## src/ict_defines.vh

```
// constants for the instruction cycle timing calculator
// assumes inclusion by bare name from the design files under src/
`ifndef ICT_DEFINES_VH
`define ICT_DEFINES_VH

// instruction classes
`define ICT_CLS_W          4
`define ICT_CLS_1          4'h0
`define ICT_CLS_2A         4'h1
`define ICT_CLS_2B         4'h2
`define ICT_CLS_3          4'h3
`define ICT_CLS_4A         4'h4
`define ICT_CLS_4B         4'h5
`define ICT_CLS_5          4'h6
`define ICT_CLS_6          4'h7
`define ICT_CLS_7A         4'h8
`define ICT_CLS_7B         4'h9
`define ICT_CLS_8          4'hA
`define ICT_CLS_9          4'hB
`define ICT_CLS_10         4'hC
`define ICT_CLS_11         4'hD
`define ICT_CLS_12         4'hE

// code fetch locations
`define ICT_CODE_IN_ROM         2'h0
`define ICT_CODE_IN_DUAL_RAM    2'h1
`define ICT_CODE_IN_SINGLE_RAM  2'h2
`define ICT_CODE_EXTERNAL       2'h3

// operand locations
`define ICT_OP_DUAL_ACCESS_RAM   3'h0
`define ICT_OP_SINGLE_ACCESS_RAM 3'h1
`define ICT_OP_EXT               3'h2
`define ICT_OP_ROM               3'h3
`define ICT_OP_MAPPED_REGISTER   3'h4
`define ICT_OP_MAPPED_IO_PORT    3'h5

// widths
`define ICT_CYC_W          24
`define ICT_N_W            16
`define ICT_WS_W           4

// speculative words fetched ahead of a non-delayed discontinuity
`define ICT_SPEC_WORDS     2'h2
// following fetches needed from one section for exact counts
`define ICT_SECT_RUN       3'h4

// least external access cycles
`define ICT_EXT_RD_MIN     5'h01
`define ICT_EXT_WR_MIN     5'h02
`define ICT_EXT_WR_ADJ     5'h03

`endif

```

## src/ict_cycle_calc.v

```verilog
// instruction cycle count calculator for a 16-bit signal core
// assumes request fields are driven from logic on i_ref_clk
`timescale 1ns/1ps
`include "ict_defines.vh"

module ict_cycle_calc (
  input  wire                   i_ref_clk,
  input  wire                   i_rst_n,
  input  wire                   i_start,
  input  wire [`ICT_CLS_W-1:0]  i_class,
  input  wire [1:0]             i_code_loc,
  input  wire [2:0]             i_op_loc,
  input  wire [2:0]             i_dst_loc,
  input  wire                   i_op_same_code,
  input  wire                   i_dst_same_code,
  input  wire                   i_ops_same_blk,
  input  wire                   i_periph,
  input  wire                   i_cond_true,
  input  wire                   i_no_repeat_op,
  input  wire                   i_repeat_single,
  input  wire [`ICT_N_W-1:0]    i_rep_n,
  input  wire [`ICT_WS_W-1:0]   i_p_ws,
  input  wire [`ICT_WS_W-1:0]   i_d_ws,
  input  wire [`ICT_WS_W-1:0]   i_dsrc_ws,
  input  wire [`ICT_WS_W-1:0]   i_io_ws,
  input  wire                   i_acc_req,
  input  wire                   i_acc_write,
  input  wire                   i_next_read,
  input  wire                   i_ready_waits,
  output reg  [`ICT_CYC_W-1:0]  o_cycles,
  output reg                    o_done,
  output reg                    o_reject,
  output reg  [1:0]             o_discard,
  output wire                   o_exact,
  output wire [4:0]             o_acc_cycles
);

  localparam [`ICT_CYC_W-1:0] K0 = 24'h00_0000;
  localparam [`ICT_CYC_W-1:0] K1 = 24'h00_0001;
  localparam [`ICT_CYC_W-1:0] K2 = 24'h00_0002;
  localparam [`ICT_CYC_W-1:0] K3 = 24'h00_0003;
  localparam [`ICT_CYC_W-1:0] K4 = 24'h00_0004;
  localparam [`ICT_CYC_W-1:0] K5 = 24'h00_0005;
  localparam [`ICT_CYC_W-1:0] K6 = 24'h00_0006;

  // widen a wait count to the cycle width
  function [`ICT_CYC_W-1:0] wid;
    input [`ICT_WS_W-1:0] w;
    begin
      wid = {20'h0_0000, w};
    end
  endfunction

  // n times a wait count, 16 by 4 bits fits 20
  function [`ICT_CYC_W-1:0] nmul;
    input [`ICT_N_W-1:0]  n;
    input [`ICT_WS_W-1:0] w;
    reg   [19:0]          prod;
    begin
      prod = {4'h0, n} * {16'h0000, w};
      nmul = {4'h0, prod};
    end
  endfunction

  wire                  ce   = (i_code_loc == `ICT_CODE_EXTERNAL);
  wire                  csr  = (i_code_loc == `ICT_CODE_IN_SINGLE_RAM);
  wire                  repeat_single  = i_repeat_single;
  wire [`ICT_CYC_W-1:0] n    = {8'h00, i_rep_n};
  wire [`ICT_CYC_W-1:0] p    = wid(i_p_ws);
  wire [`ICT_CYC_W-1:0] d    = wid(i_d_ws);
  wire [`ICT_CYC_W-1:0] ds   = wid(i_dsrc_ws);
  wire [`ICT_CYC_W-1:0] io   = wid(i_io_ws);
  wire [`ICT_CYC_W-1:0] pe   = ce ? p : K0;
  wire [`ICT_CYC_W-1:0] nd   = nmul(i_rep_n, i_d_ws);
  wire [`ICT_CYC_W-1:0] nds  = nmul(i_rep_n, i_dsrc_ws);
  wire [`ICT_CYC_W-1:0] nio  = nmul(i_rep_n, i_io_ws);
  wire [`ICT_CYC_W-1:0] pf1  = i_periph ? K1 : K0;
  wire [`ICT_CYC_W-1:0] pfn  = i_periph ? n : K0;
  wire                  oext = (i_op_loc == `ICT_OP_EXT);
  wire                  dext = (i_dst_loc == `ICT_OP_EXT);
  wire                  oio  = (i_op_loc == `ICT_OP_MAPPED_IO_PORT);
  wire                  dio  = (i_dst_loc == `ICT_OP_MAPPED_IO_PORT);
  // sharing a block with the code only matters when code runs there
  wire                  osc  = csr && i_op_same_code &&
                               (i_op_loc == `ICT_OP_SINGLE_ACCESS_RAM);
  wire                  dsc  = csr && i_dst_same_code &&
                               (i_dst_loc == `ICT_OP_SINGLE_ACCESS_RAM);
  wire                  obk  = i_ops_same_blk &&
                               (i_op_loc == `ICT_OP_SINGLE_ACCESS_RAM) &&
                               (i_dst_loc == `ICT_OP_SINGLE_ACCESS_RAM);

  reg [`ICT_CYC_W-1:0] next_cycles;
  reg                  next_reject;
  reg [1:0]            next_discard;

  // classes that the single repeat may never target, and class 1 and 2A ops flagged by i_no_repeat_op
  always @* begin
    case (i_class)
      `ICT_CLS_3, `ICT_CLS_7B, `ICT_CLS_8, `ICT_CLS_9,
      `ICT_CLS_10, `ICT_CLS_11: begin
        next_reject = repeat_single;
      end
      `ICT_CLS_1, `ICT_CLS_2A: begin
        next_reject = repeat_single && i_no_repeat_op;
      end
      default: begin
        next_reject = 1'b0;
      end
    endcase
  end

  // cycle count per class; repeat forms include every pipeline conflict
  always @* begin
    next_cycles  = K0;
    next_discard = 2'h0;
    case (i_class)
      `ICT_CLS_1: begin
        next_cycles = (repeat_single ? n : K1) + pe;
      end
      `ICT_CLS_2A: begin
        if (oext) begin
          if (repeat_single)
            next_cycles = ce ? n + K1 + p + nd : n + nd;
          else
            next_cycles = ce ? K2 + d + p : K1 + d;
        end else if (osc) begin
          next_cycles = repeat_single ? n + K1 : K2;
        end else begin
          next_cycles = (repeat_single ? n : K1) + pe;
        end
      end
      `ICT_CLS_2B: begin
        if (oio) begin
          if (repeat_single)
            next_cycles = n + pe + nio;
          else
            next_cycles = ce ? K3 + p + io : K1 + io;
        end else begin
          next_cycles = repeat_single ? n + pe + pfn : K1 + pe + pf1;
        end
      end
      `ICT_CLS_3: begin
        next_cycles = K2 + pe + pe;
      end
      `ICT_CLS_4A: begin
        if (oext) begin
          if (repeat_single)
            next_cycles = ce ? n + n + K2 + nd + p : n + n + nd;
          else
            next_cycles = ce ? K4 + d + p : K2 + d;
        end else if (osc) begin
          next_cycles = repeat_single ? n + K2 : K2;
        end else begin
          next_cycles = (repeat_single ? n : K1) + pe;
        end
      end
      `ICT_CLS_4B: begin
        if (dio) begin
          if (repeat_single)
            next_cycles = ce ? n + n + K2 + p + nio + pfn : K2 + nio + pfn;
          else
            next_cycles = (ce ? K4 : K2) + io + pf1;
        end else begin
          next_cycles = repeat_single ? n + pe + pfn : K1 + pe + pf1;
        end
      end
      `ICT_CLS_5: begin
        if (oext) begin
          if (repeat_single)
            next_cycles = ce ? n+n+n+n + K1 + nd + nd + p : n+n+n+n - K2 + nd + nd;
          else
            next_cycles = ce ? K5 + d + d + p : K2 + d + d;
        end else if (i_op_loc == `ICT_OP_SINGLE_ACCESS_RAM) begin
          if (repeat_single)
            next_cycles = osc ? n + n + K1 : n + n - K2 + pe;
          else
            next_cycles = osc ? K3 : K1 + pe;
        end else begin
          next_cycles = (repeat_single ? n : K1) + pe;
        end
      end
      `ICT_CLS_6: begin
        if (oext) begin
          if (repeat_single)
            next_cycles = ce ? n+n+n+n + K2 + nd + nd + p + p
                             : n+n+n+n - K1 + nd + nd;
          else
            next_cycles = ce ? K6 + d + d + p + p : K3 + d + d;
        end else if (i_op_loc == `ICT_OP_SINGLE_ACCESS_RAM && repeat_single) begin
          next_cycles = osc ? n + n + K2 : n + n - K1 + pe + pe;
        end else begin
          next_cycles = (repeat_single ? n + K1 : K2) + pe + pe;
        end
      end
      `ICT_CLS_7A: begin
        if (oext) begin
          if (repeat_single)
            next_cycles = ce ? n + K2 + p + p : n + K1;
          else
            next_cycles = ce ? K3 + d + p + p : K2 + d;
        end else if (osc) begin
          next_cycles = repeat_single ? n + K2 : K3;
        end else begin
          next_cycles = (repeat_single ? n + K1 : K2) + pe + pe;
        end
      end
      `ICT_CLS_7B: begin
        if (oext)
          next_cycles = ce ? K5 + d + p + p : K3 + d;
        else
          next_cycles = osc ? K3 : K2 + pe + pe;
      end
      `ICT_CLS_8: begin
        if (i_cond_true) begin
          next_cycles  = K4 + pe + pe + pe + pe;
          next_discard = `ICT_SPEC_WORDS;
        end else begin
          next_cycles  = K2 + pe + pe;
        end
      end
      `ICT_CLS_9: begin
        next_cycles = K2 + pe + pe;
      end
      `ICT_CLS_10: begin
        if (i_cond_true) begin
          next_cycles  = K4 + pe + pe + pe;
          next_discard = `ICT_SPEC_WORDS;
        end else begin
          next_cycles  = K2 + pe;
        end
      end
      `ICT_CLS_11: begin
        next_cycles = K2 + pe;
      end
      `ICT_CLS_12: begin
        if (!repeat_single) begin
          if (dext)
            next_cycles = (ce ? K6 : K4) + d + (oext ? ds : K0) + pe + pe;
          else
            next_cycles = (dsc ? K4 : K3) + (oext ? ds : K0) + pe + pe;
        end else if (dext && oext) begin
          next_cycles = n+n+n+n + nd + nds + (ce ? K2 + p + p : K0);
        end else if (dext) begin
          next_cycles = n + n + K2 + nd + pe + pe;
        end else if (obk && dsc) begin
          next_cycles = n + n + K2;
        end else if (obk) begin
          next_cycles = n + n + pe + pe;
        end else if (dsc) begin
          next_cycles = n + K4 + (oext ? nds : K0);
        end else begin
          next_cycles = n + K2 + (oext ? nds : K0) + pe + pe;
        end
      end
      default: begin
        next_cycles = K0;
      end
    endcase
  end

  // result registers; a refused request reports zero cycles
  always @(posedge i_ref_clk or negedge i_rst_n) begin
    if (!i_rst_n) begin
      o_cycles  <= K0;
      o_done    <= 1'b0;
      o_reject  <= 1'b0;
      o_discard <= 2'h0;
    end else begin
      o_done <= i_start;
      if (i_start) begin
        o_reject  <= next_reject;
        o_cycles  <= next_reject ? K0 : next_cycles;
        o_discard <= next_reject ? 2'h0 : next_discard;
      end
    end
  end

  // discontinuity classes restart the section run
  wire discont = (i_class == `ICT_CLS_8) || (i_class == `ICT_CLS_9) ||
                 (i_class == `ICT_CLS_10) || (i_class == `ICT_CLS_11);

  ict_sect_track u_sect (
    .i_ref_clk   (i_ref_clk),
    .i_rst_n     (i_rst_n),
    .i_fetch     (i_start),
    .i_fetch_ext (ce),
    .i_discont   (discont),
    .o_exact     (o_exact)
  );

  // least length of each external bus access
  ict_ext_access u_ext (
    .i_ref_clk     (i_ref_clk),
    .i_rst_n       (i_rst_n),
    .i_acc_req     (i_acc_req),
    .i_acc_write   (i_acc_write),
    .i_next_read   (i_next_read),
    .i_ready_waits (i_ready_waits),
    .i_acc_ws      (i_d_ws),
    .o_acc_cycles  (o_acc_cycles)
  );

endmodule // ict_cycle_calc

```

## src/ict_ext_access.v

```verilog
// least external access length for one read or write
// assumes requests come from logic on the same clock
`timescale 1ns/1ps
`include "ict_defines.vh"

module ict_ext_access (
  input  wire                   i_ref_clk,
  input  wire                   i_rst_n,
  input  wire                   i_acc_req,
  input  wire                   i_acc_write,
  input  wire                   i_next_read,
  input  wire                   i_ready_waits,
  input  wire [`ICT_WS_W-1:0]   i_acc_ws,
  output reg  [4:0]             o_acc_cycles
);

  reg        prev_read;
  reg  [4:0] next_acc_cycles;
  wire [4:0] ws5 = {1'b0, i_acc_ws};

  // zero-wait writes beside a read, before or after it, need one pad cycle
  always @* begin
    if (!i_acc_write) begin
      next_acc_cycles = `ICT_EXT_RD_MIN + ws5;
    end else if (ws5 != 5'h00) begin
      // ready-line waits cost a write one more than generator waits
      next_acc_cycles = ws5 + (i_ready_waits ? `ICT_EXT_WR_MIN : `ICT_EXT_RD_MIN);
    end else if (prev_read || i_next_read) begin
      next_acc_cycles = `ICT_EXT_WR_ADJ;
    end else begin
      next_acc_cycles = `ICT_EXT_WR_MIN;
    end
  end

  // result and last access kind
  always @(posedge i_ref_clk or negedge i_rst_n) begin
    if (!i_rst_n) begin
      o_acc_cycles <= 5'h00;
      prev_read    <= 1'b0;
    end else if (i_acc_req) begin
      o_acc_cycles <= next_acc_cycles;
      prev_read    <= ~i_acc_write;
    end
  end

endmodule // ict_ext_access

```

## src/ict_sect_track.v

```verilog
// tracks runs of fetches from one memory section
// assumes one i_fetch pulse per instruction fetched, same clock
`timescale 1ns/1ps
`include "ict_defines.vh"

module ict_sect_track (
  input  wire i_ref_clk,
  input  wire i_rst_n,
  input  wire i_fetch,
  input  wire i_fetch_ext,
  input  wire i_discont,
  output reg  o_exact
);

  reg       last_ext;
  reg [2:0] run;
  wire      same = (i_fetch_ext == last_ext);

  // a window looking back stands in for the lookahead; a branch
  // restarts the run and marks its own fetch exact; the fetches after it wait for a new run
  always @(posedge i_ref_clk or negedge i_rst_n) begin
    if (!i_rst_n) begin
      last_ext <= 1'b0;
      run      <= 3'h0;
      o_exact  <= 1'b0;
    end else if (i_fetch) begin
      last_ext <= i_fetch_ext;
      if (i_discont) begin
        run     <= 3'h0;
        o_exact <= 1'b1;
      end else if (!same) begin
        run     <= 3'h0;
        o_exact <= 1'b0;
      end else if (run != `ICT_SECT_RUN) begin
        run     <= run + 3'h1;
        o_exact <= (run + 3'h1 == `ICT_SECT_RUN);
      end
    end
  end

endmodule // ict_sect_track

```

## config.mk

```make
export PLATFORM = sky130hd
export DESIGN_NAME = ict_cycle_calc
export DESIGN_NICKNAME = d
export VERILOG_FILES = /design/src/ict_cycle_calc.v /design/src/ict_ext_access.v /design/src/ict_sect_track.v
export VERILOG_INCLUDE_DIRS = /design/src /design/src/src
export SDC_FILE = /design/constraint.sdc
export NUM_CORES = 2
export LEC_CHECK = 0
export BUFFER_PORTS_ARGS = -buffer_cell sky130_fd_sc_hd__buf_4
export CAP_MARGIN = 0
export CORE_ASPECT_RATIO = 1.5
export CORE_UTILIZATION = 52
export CTS_CLUSTER_SIZE = 24
export DETAILED_ROUTE_END_ITERATION = 8
export HOLD_SLACK_MARGIN = 0.08
export PLACE_DENSITY = 0.67
export SLEW_MARGIN = 20
export SYNTH_ARGS = -nofsm -noshare
export SYNTH_HDL_FRONTEND = slang
export SYNTH_HIERARCHICAL = 1
export SYNTH_SLANG_ARGS = --single-unit
```

## constraint.sdc

```tcl
create_clock -name i_ref_clk -period 2.9 [get_ports i_ref_clk]
set_input_delay 0.145 -clock i_ref_clk [delete_from_list [all_inputs] [get_ports i_ref_clk]]
set_output_delay 0.145 -clock i_ref_clk [all_outputs]
set_load 0.01 [all_outputs]
```

==> results of run 1 <==
==> cell families after synthesis <==
family,count (synthesis)
AND/OR/NAND/NOR,1465
AO/OA/AOI/OAI,1453
adder cells (fa/ha/maj),753
buffers and inverters,698
XOR/XNOR,407
flip-flops,38
multiplexers,28
other,1
==> stage by stage <==
stage | TNS [ns] | area (um^2) | hold slack, ns | setup WS, ns | cells
4_1_cts | -55.09 | 52000 | 0.0872 | -3.01 | 7307
3_5_place_dp | -73.58 | 49500 | 0.209 | -3.80 | 7243
3_3_place_gp | -71.81 | 49500 | 0.203 | -3.63 | 7243
2_1_floorplan | -54.46 | 36300 | -0.151 | -3.14 | 4843
==> layer usage <==
metal | overflow | global-route usage
met5 | 2 | 0.221
met4 | 126 | 0.744
met3 | 6 | 0.582
met1 | 3 | 0.776
met2 | 191 | 0.938
==> what timing repair did <==
item                                    in CTS
endpoints found under the hold margin       39
endpoints found under the setup margin      24
cloned                                       0
hold buffers                                 2
resized for setup                          433
pin swaps                                  216
buffers inserted                            63
==> out/qor.txt, run 1 <==
=====================================================================
Simple-Gate Fraction of Synth Area .....................        0.198
Summed instance area of the synthesized netlist ........  34,900 um^2
Area share of xor/xnor cells in the synthesized design .        0.103
Sequential share of the synthesized area ...............       0.0273
Instance count of the mapped netlist ...................        4,843
Warnings from Yosys ....................................            6
Root buffer selected by CTS ............................    clkbuf_16
Vias in the first global route .........................       54,200
Cell variety after synth ...............................           99
Die X ..................................................       213 um
Share of the synthesized area in the top cell type .....        0.203
Pin count of the biggest net entering global routing ...           81
Post-synth ARST share ..................................         1.00
Leading post-synthesis cells by instance count ......... ha_1, nand2_1, inv_1
Outcome ................................................ stopped before the end
Global-route wire length before repair .................   391,000 um
Main combinational cell family by area after synthesis .  adder cells
Area share of fa/ha/maj cells after synthesis ..........        0.310
Placed wire-length estimate ............................   177,000 um
Remaining Overflow, GRT ................................          328
Placer Congestion ......................................         1.24
EDFF count, synth ......................................            0
Number of synthesized register bits ....................           38
Multiplexer share of the synthesized area ..............       0.0119
Cts bufs inserted ......................................            5
Area fraction in compound gates after synthesis ........        0.273
Syn_area_per_cell ......................................    7.20 um^2
Effective utilization at floorplan .....................        0.529
# port buffers .........................................           90
Clock tree buffer depth ................................            2
Last flow stage reached ................................      5_1_grt
GRT Resource Usage Total ...............................        0.762
Cell types occupying the most area after synthesis ..... ha_1, fa_1, xnor2_1
Post-Synthesis Net Count ...............................        5,654
Deepest level of the CTS H-tree ........................            2
Number of placement rows ...............................          115
I/O pin total ..........................................           92
Cell taking the most area after synthesis ..............         ha_1
Dominant cell by count in the synthesized netlist ......         ha_1
CTS Sinks ..............................................           38
Die outline height .....................................       319 um
Run-stopping error ..................................... [ERROR GRT-0116] Global routing finished with congestion. Check the congestion regions in the DRC Viewer.
Main synth FF type .....................................      dfrtp_1
=====================================================================
==> inputs of run 2 (changes only) <==
Settings changed: CORE_ASPECT_RATIO 1.5 to default, CORE_UTILIZATION 52 to 37, CTS_CLUSTER_SIZE 24 to default, HOLD_SLACK_MARGIN 0.08 to default, PLACE_DENSITY 0.67 to default, PLACE_DENSITY_LB_ADDON from default to 0.15.
==> out/qor.txt, run 2 <==
==================================================================================
Outcome ............................................................. finished with violations
Failing checks ...................................................... negative setup slack
Effective utilization at floorplan ..................................        0.374   -0.155
Deepest level of the CTS H-tree .....................................            2   unchanged
I/O pin total .......................................................           92   unchanged
Core area ...........................................................  93,300 um^2
Slew at the pin closest to its max-slew limit .......................      1.10 ns
Leakage component of the power ......................................      25.9 nW
Vias per std cell ...................................................         5.88
Startpoint class of the critical path ...............................   input port
Sw Pwr ..............................................................      23.2 mW
Cell variety after synth ............................................           99   unchanged
Achievable clock frequency ..........................................    0.166 GHz
# port buffers ......................................................           90   unchanged
Clock network latency to the later pin of the worst-skew pair .......      0.33 ns
Number of antenna violations at the first check in global routing ...           11
EDFF count, synth ...................................................            0   unchanged
RSZ-0062 raised after global routing ................................         true
Proportion of power drawn by the clock network ......................        0.018
GRT Resource Usage Total ............................................        0.417
Final critical-path share of the clock period .......................         2.08
Floorplan die area ..................................................  95,500 um^2
Root buffer selected by CTS .........................................    clkbuf_16
Post-synth ARST share ...............................................         1.00   unchanged
Total detailed-routing wirelength ...................................   204,000 um
Cts bufs inserted ...................................................            5   unchanged
Area added between synthesis and finish .............................        53.1%
Worst max-slew margin expressed relative to the limit ...............        0.245
Dominant cell by count in the synthesized netlist ...................         ha_1
Endpoint class of the critical path .................................         flop
Worst Setup Slack, final ............................................     -3.13 ns
Leading post-synthesis cells by instance count ...................... ha_1, nand2_1, inv_1
Share of final-layout standard cells stronger than drive strength 1 .        0.367
Pin count of the biggest net entering global routing ................           86
Tmin final ..........................................................      6.03 ns
Share of the synthesized area in the top cell type ..................        0.203   unchanged
# setup viols final .................................................           23
Arrival time at the worst endpoint ..................................      6.28 ns
Placer Congestion ...................................................         1.10   -11%
Max VDD drop ........................................................     0.810 mV
DRC viols ...........................................................            0
Remaining Overflow, GRT .............................................            0
Instance count of the mapped netlist ................................        4,843   unchanged
Syn_area_per_cell ...................................................    7.20 um^2   unchanged
Highest-count cells in the layout ignoring fill and taps ............ buf_4, ha_1, nand2_1
Setup_tns ...........................................................    -58.18 ns
Post-Synthesis Net Count ............................................        5,654   unchanged
Register bank with the most flops ...................................     o_cycles
Summed instance area of the synthesized netlist .....................  34,900 um^2   unchanged
Cell types occupying the most area after synthesis .................. ha_1, fa_1, xnor2_1
Sequential Power Share ..............................................        0.015
Clock transition at the registers of the reported paths .............      0.10 ns
Most common cell after layout, fill and taps aside ..................        buf_4
Share of total power in combinational logic .........................        0.967
Violation count after the first detailed-route iteration ............        4,753
Biggest registers after layout ...................................... o_cycles (24), u_ext/o_acc_cycles (5), u_sect/run (3)
Final net count .....................................................        7,215
P_int ...............................................................      22.3 mW
Die X ...............................................................       309 um   +45%
CTS Sinks ...........................................................           38   unchanged
CTS tree ............................................................        built
Placed wire-length estimate .........................................   171,000 um   -3.1%
Number of flip-flops under the largest register name ................           24
Sequential share of the synthesized area ............................       0.0273   unchanged
Worst setup skew after layout .......................................   0.00521 ns
Net switching fraction of the power .................................        0.510
Via total after detailed routing ....................................       45,000
Warnings from Yosys .................................................            6   unchanged
Hold violation total from the final report ..........................            0
Number of synthesized register bits .................................           38   unchanged
Total iterations of the first detailed-routing run ..................            9
Data required time of the critical path .............................      3.15 ns
Fin util ............................................................        0.572
Main synth FF type ..................................................      dfrtp_1
Maximum capacitance violations ......................................            0
Die outline height ..................................................       309 um   -3.2%
Number of placement rows ............................................          112   -2.6%
Vias in the first global route ......................................       43,500
Clock tree buffer depth .............................................            2   unchanged
Global-route wire length before repair ..............................   289,000 um
Classification of the worst-slack hold path ......................... input port to flop
Average wire per cell in the routed design ..........................      26.6 um
Cell Pwr Density ....................................................  852 nW/um^2
Worst-path fanout max ...............................................            5
Antenna Violating Nets Remaining ....................................            0
Critical path type .................................................. input port to flop
Cell taking the most area after synthesis ...........................         ha_1
Slew Limit Fails ....................................................            0
==================================================================================
## run 2: cell counts after synthesis
No cell type changed its count.
## run 2: power groups by stage
stage	Sequential, mW	Combinational, mW	Clock [mW]
floorplan	0.659	20.5	0
global placement	0.668	37.6	0
detailed placement	0.670	37.8	0
CTS	0.661	41.3	0.849
global route	0.667	46.8	0.848
finish	0.666	44.0	0.839
## run 2: critical path, stage by stage
cell        delay (ns)
buf_12            0.12
clkinvlp_4        0.28
nor2_4            0.20
fa_1              0.45
inv_2             0.07
fa_1              0.43
inv_2             0.08
ha_4              0.20
a21oi_2           0.12
nor2b_1           0.06
or3_1             0.41
xor2_2            0.20
inv_1             0.07
fa_1              0.50
inv_1             0.04
ha_1              0.28
ha_1              0.34
a211oi_2          0.24
nand2_2           0.10
a31oi_4           0.21
o31ai_4           0.11
a221o_1           0.37
a21o_1            0.17
a21o_1            0.21
xnor2_2           0.22
o211ai_1          0.11
nand3b_1          0.19
o41a_1            0.32
## run 2: per-stage QoR
| step | instances | hold slack [ns] | cell area (um^2) | setup WS [ns] | total power [mW] |
|---|---|---|---|---|---|
| final | 7662 | 0.0718 | 53400 | -3.13 | 45.5 |
| after global routing | 7659 | 0.0805 | 53400 | -3.33 | 48.3 |
| after CTS | 7641 | 0.0640 | 52200 | -3.10 | 42.8 |
| after detailed placement | 7582 | 0.205 | 49700 | -3.72 | 38.5 |
| after global placement | 7582 | 0.202 | 49700 | -3.71 | 38.3 |
| after floorplan | 4843 | -0.151 | 36300 | -3.14 | 21.1 |
## run 2: layout make-up
type	count	area, um^2
Antenna cell	3	7.51
Clock buffer	5	125
Inverter	486	1920
Sequential cell	38	951
Fill cell	8967	40000
Multi-Input combinational cell	4107	34600
Timing Repair Buffer	1766	14100
Tap cell	1254	1570
Clock inverter	3	68.8
## run 2: cell families (layout without fill, tap and decap cells)
| group | count (synthesis) | count (layout) | share of synthesized area |
|---|---|---|---|
| and+or+nand+nor | 1465 | 1465 | 0.198 |
| AOI/OAI and AO/OA | 1453 | 1453 | 0.273 |
| adders and majority gates | 753 | 753 | 0.310 |
| buffers and inverters | 698 | 2260 | 0.0758 |
| xor gates and xnor gates | 407 | 407 | 0.103 |
| DFF | 38 | 38 | 0.0273 |
| muxes | 28 | 28 | 0.0119 |
| other | 1 | 4 | 0.000108 |
## run 2: final timing paths
check / startpoint / cells past startpoint / slack, ns / to
max in group asynchronous: i_rst_n / 2 / 2.03 / o_cycles[19]
hold reg to reg: u_ext/prev_read / 2 / 0.48 / u_ext/prev_read
setup reg to reg: o_cycles[16] / 7 / 0.74 / o_cycles[16]
min in group asynchronous: i_rst_n / 2 / 0.39 / o_cycles[22]
hold / removal: i_acc_req / 2 / 0.07 / u_ext/o_acc_cycles[1]
setup / recovery: i_rep_n[4] / 28 / -3.13 / o_cycles[17]
## run 2: timing repair
action,in CTS,in global routing
hold endpoints to repair,38,0
hold buffers,1,0
setup endpoints to repair,26,24
pin swaps,235,183
gates cloned,0,2
gates resized for setup,414,226
setup buffers,55,24
## run 2: layer usage
layer,share of wire,global-route usage
met2,0.42,0.640
met5,0.00020,0
met1,0.41,0.551
met3,0.11,0.0879
met4,0.060,0.203
Note: power is estimated with default switching activity, not from simulation.
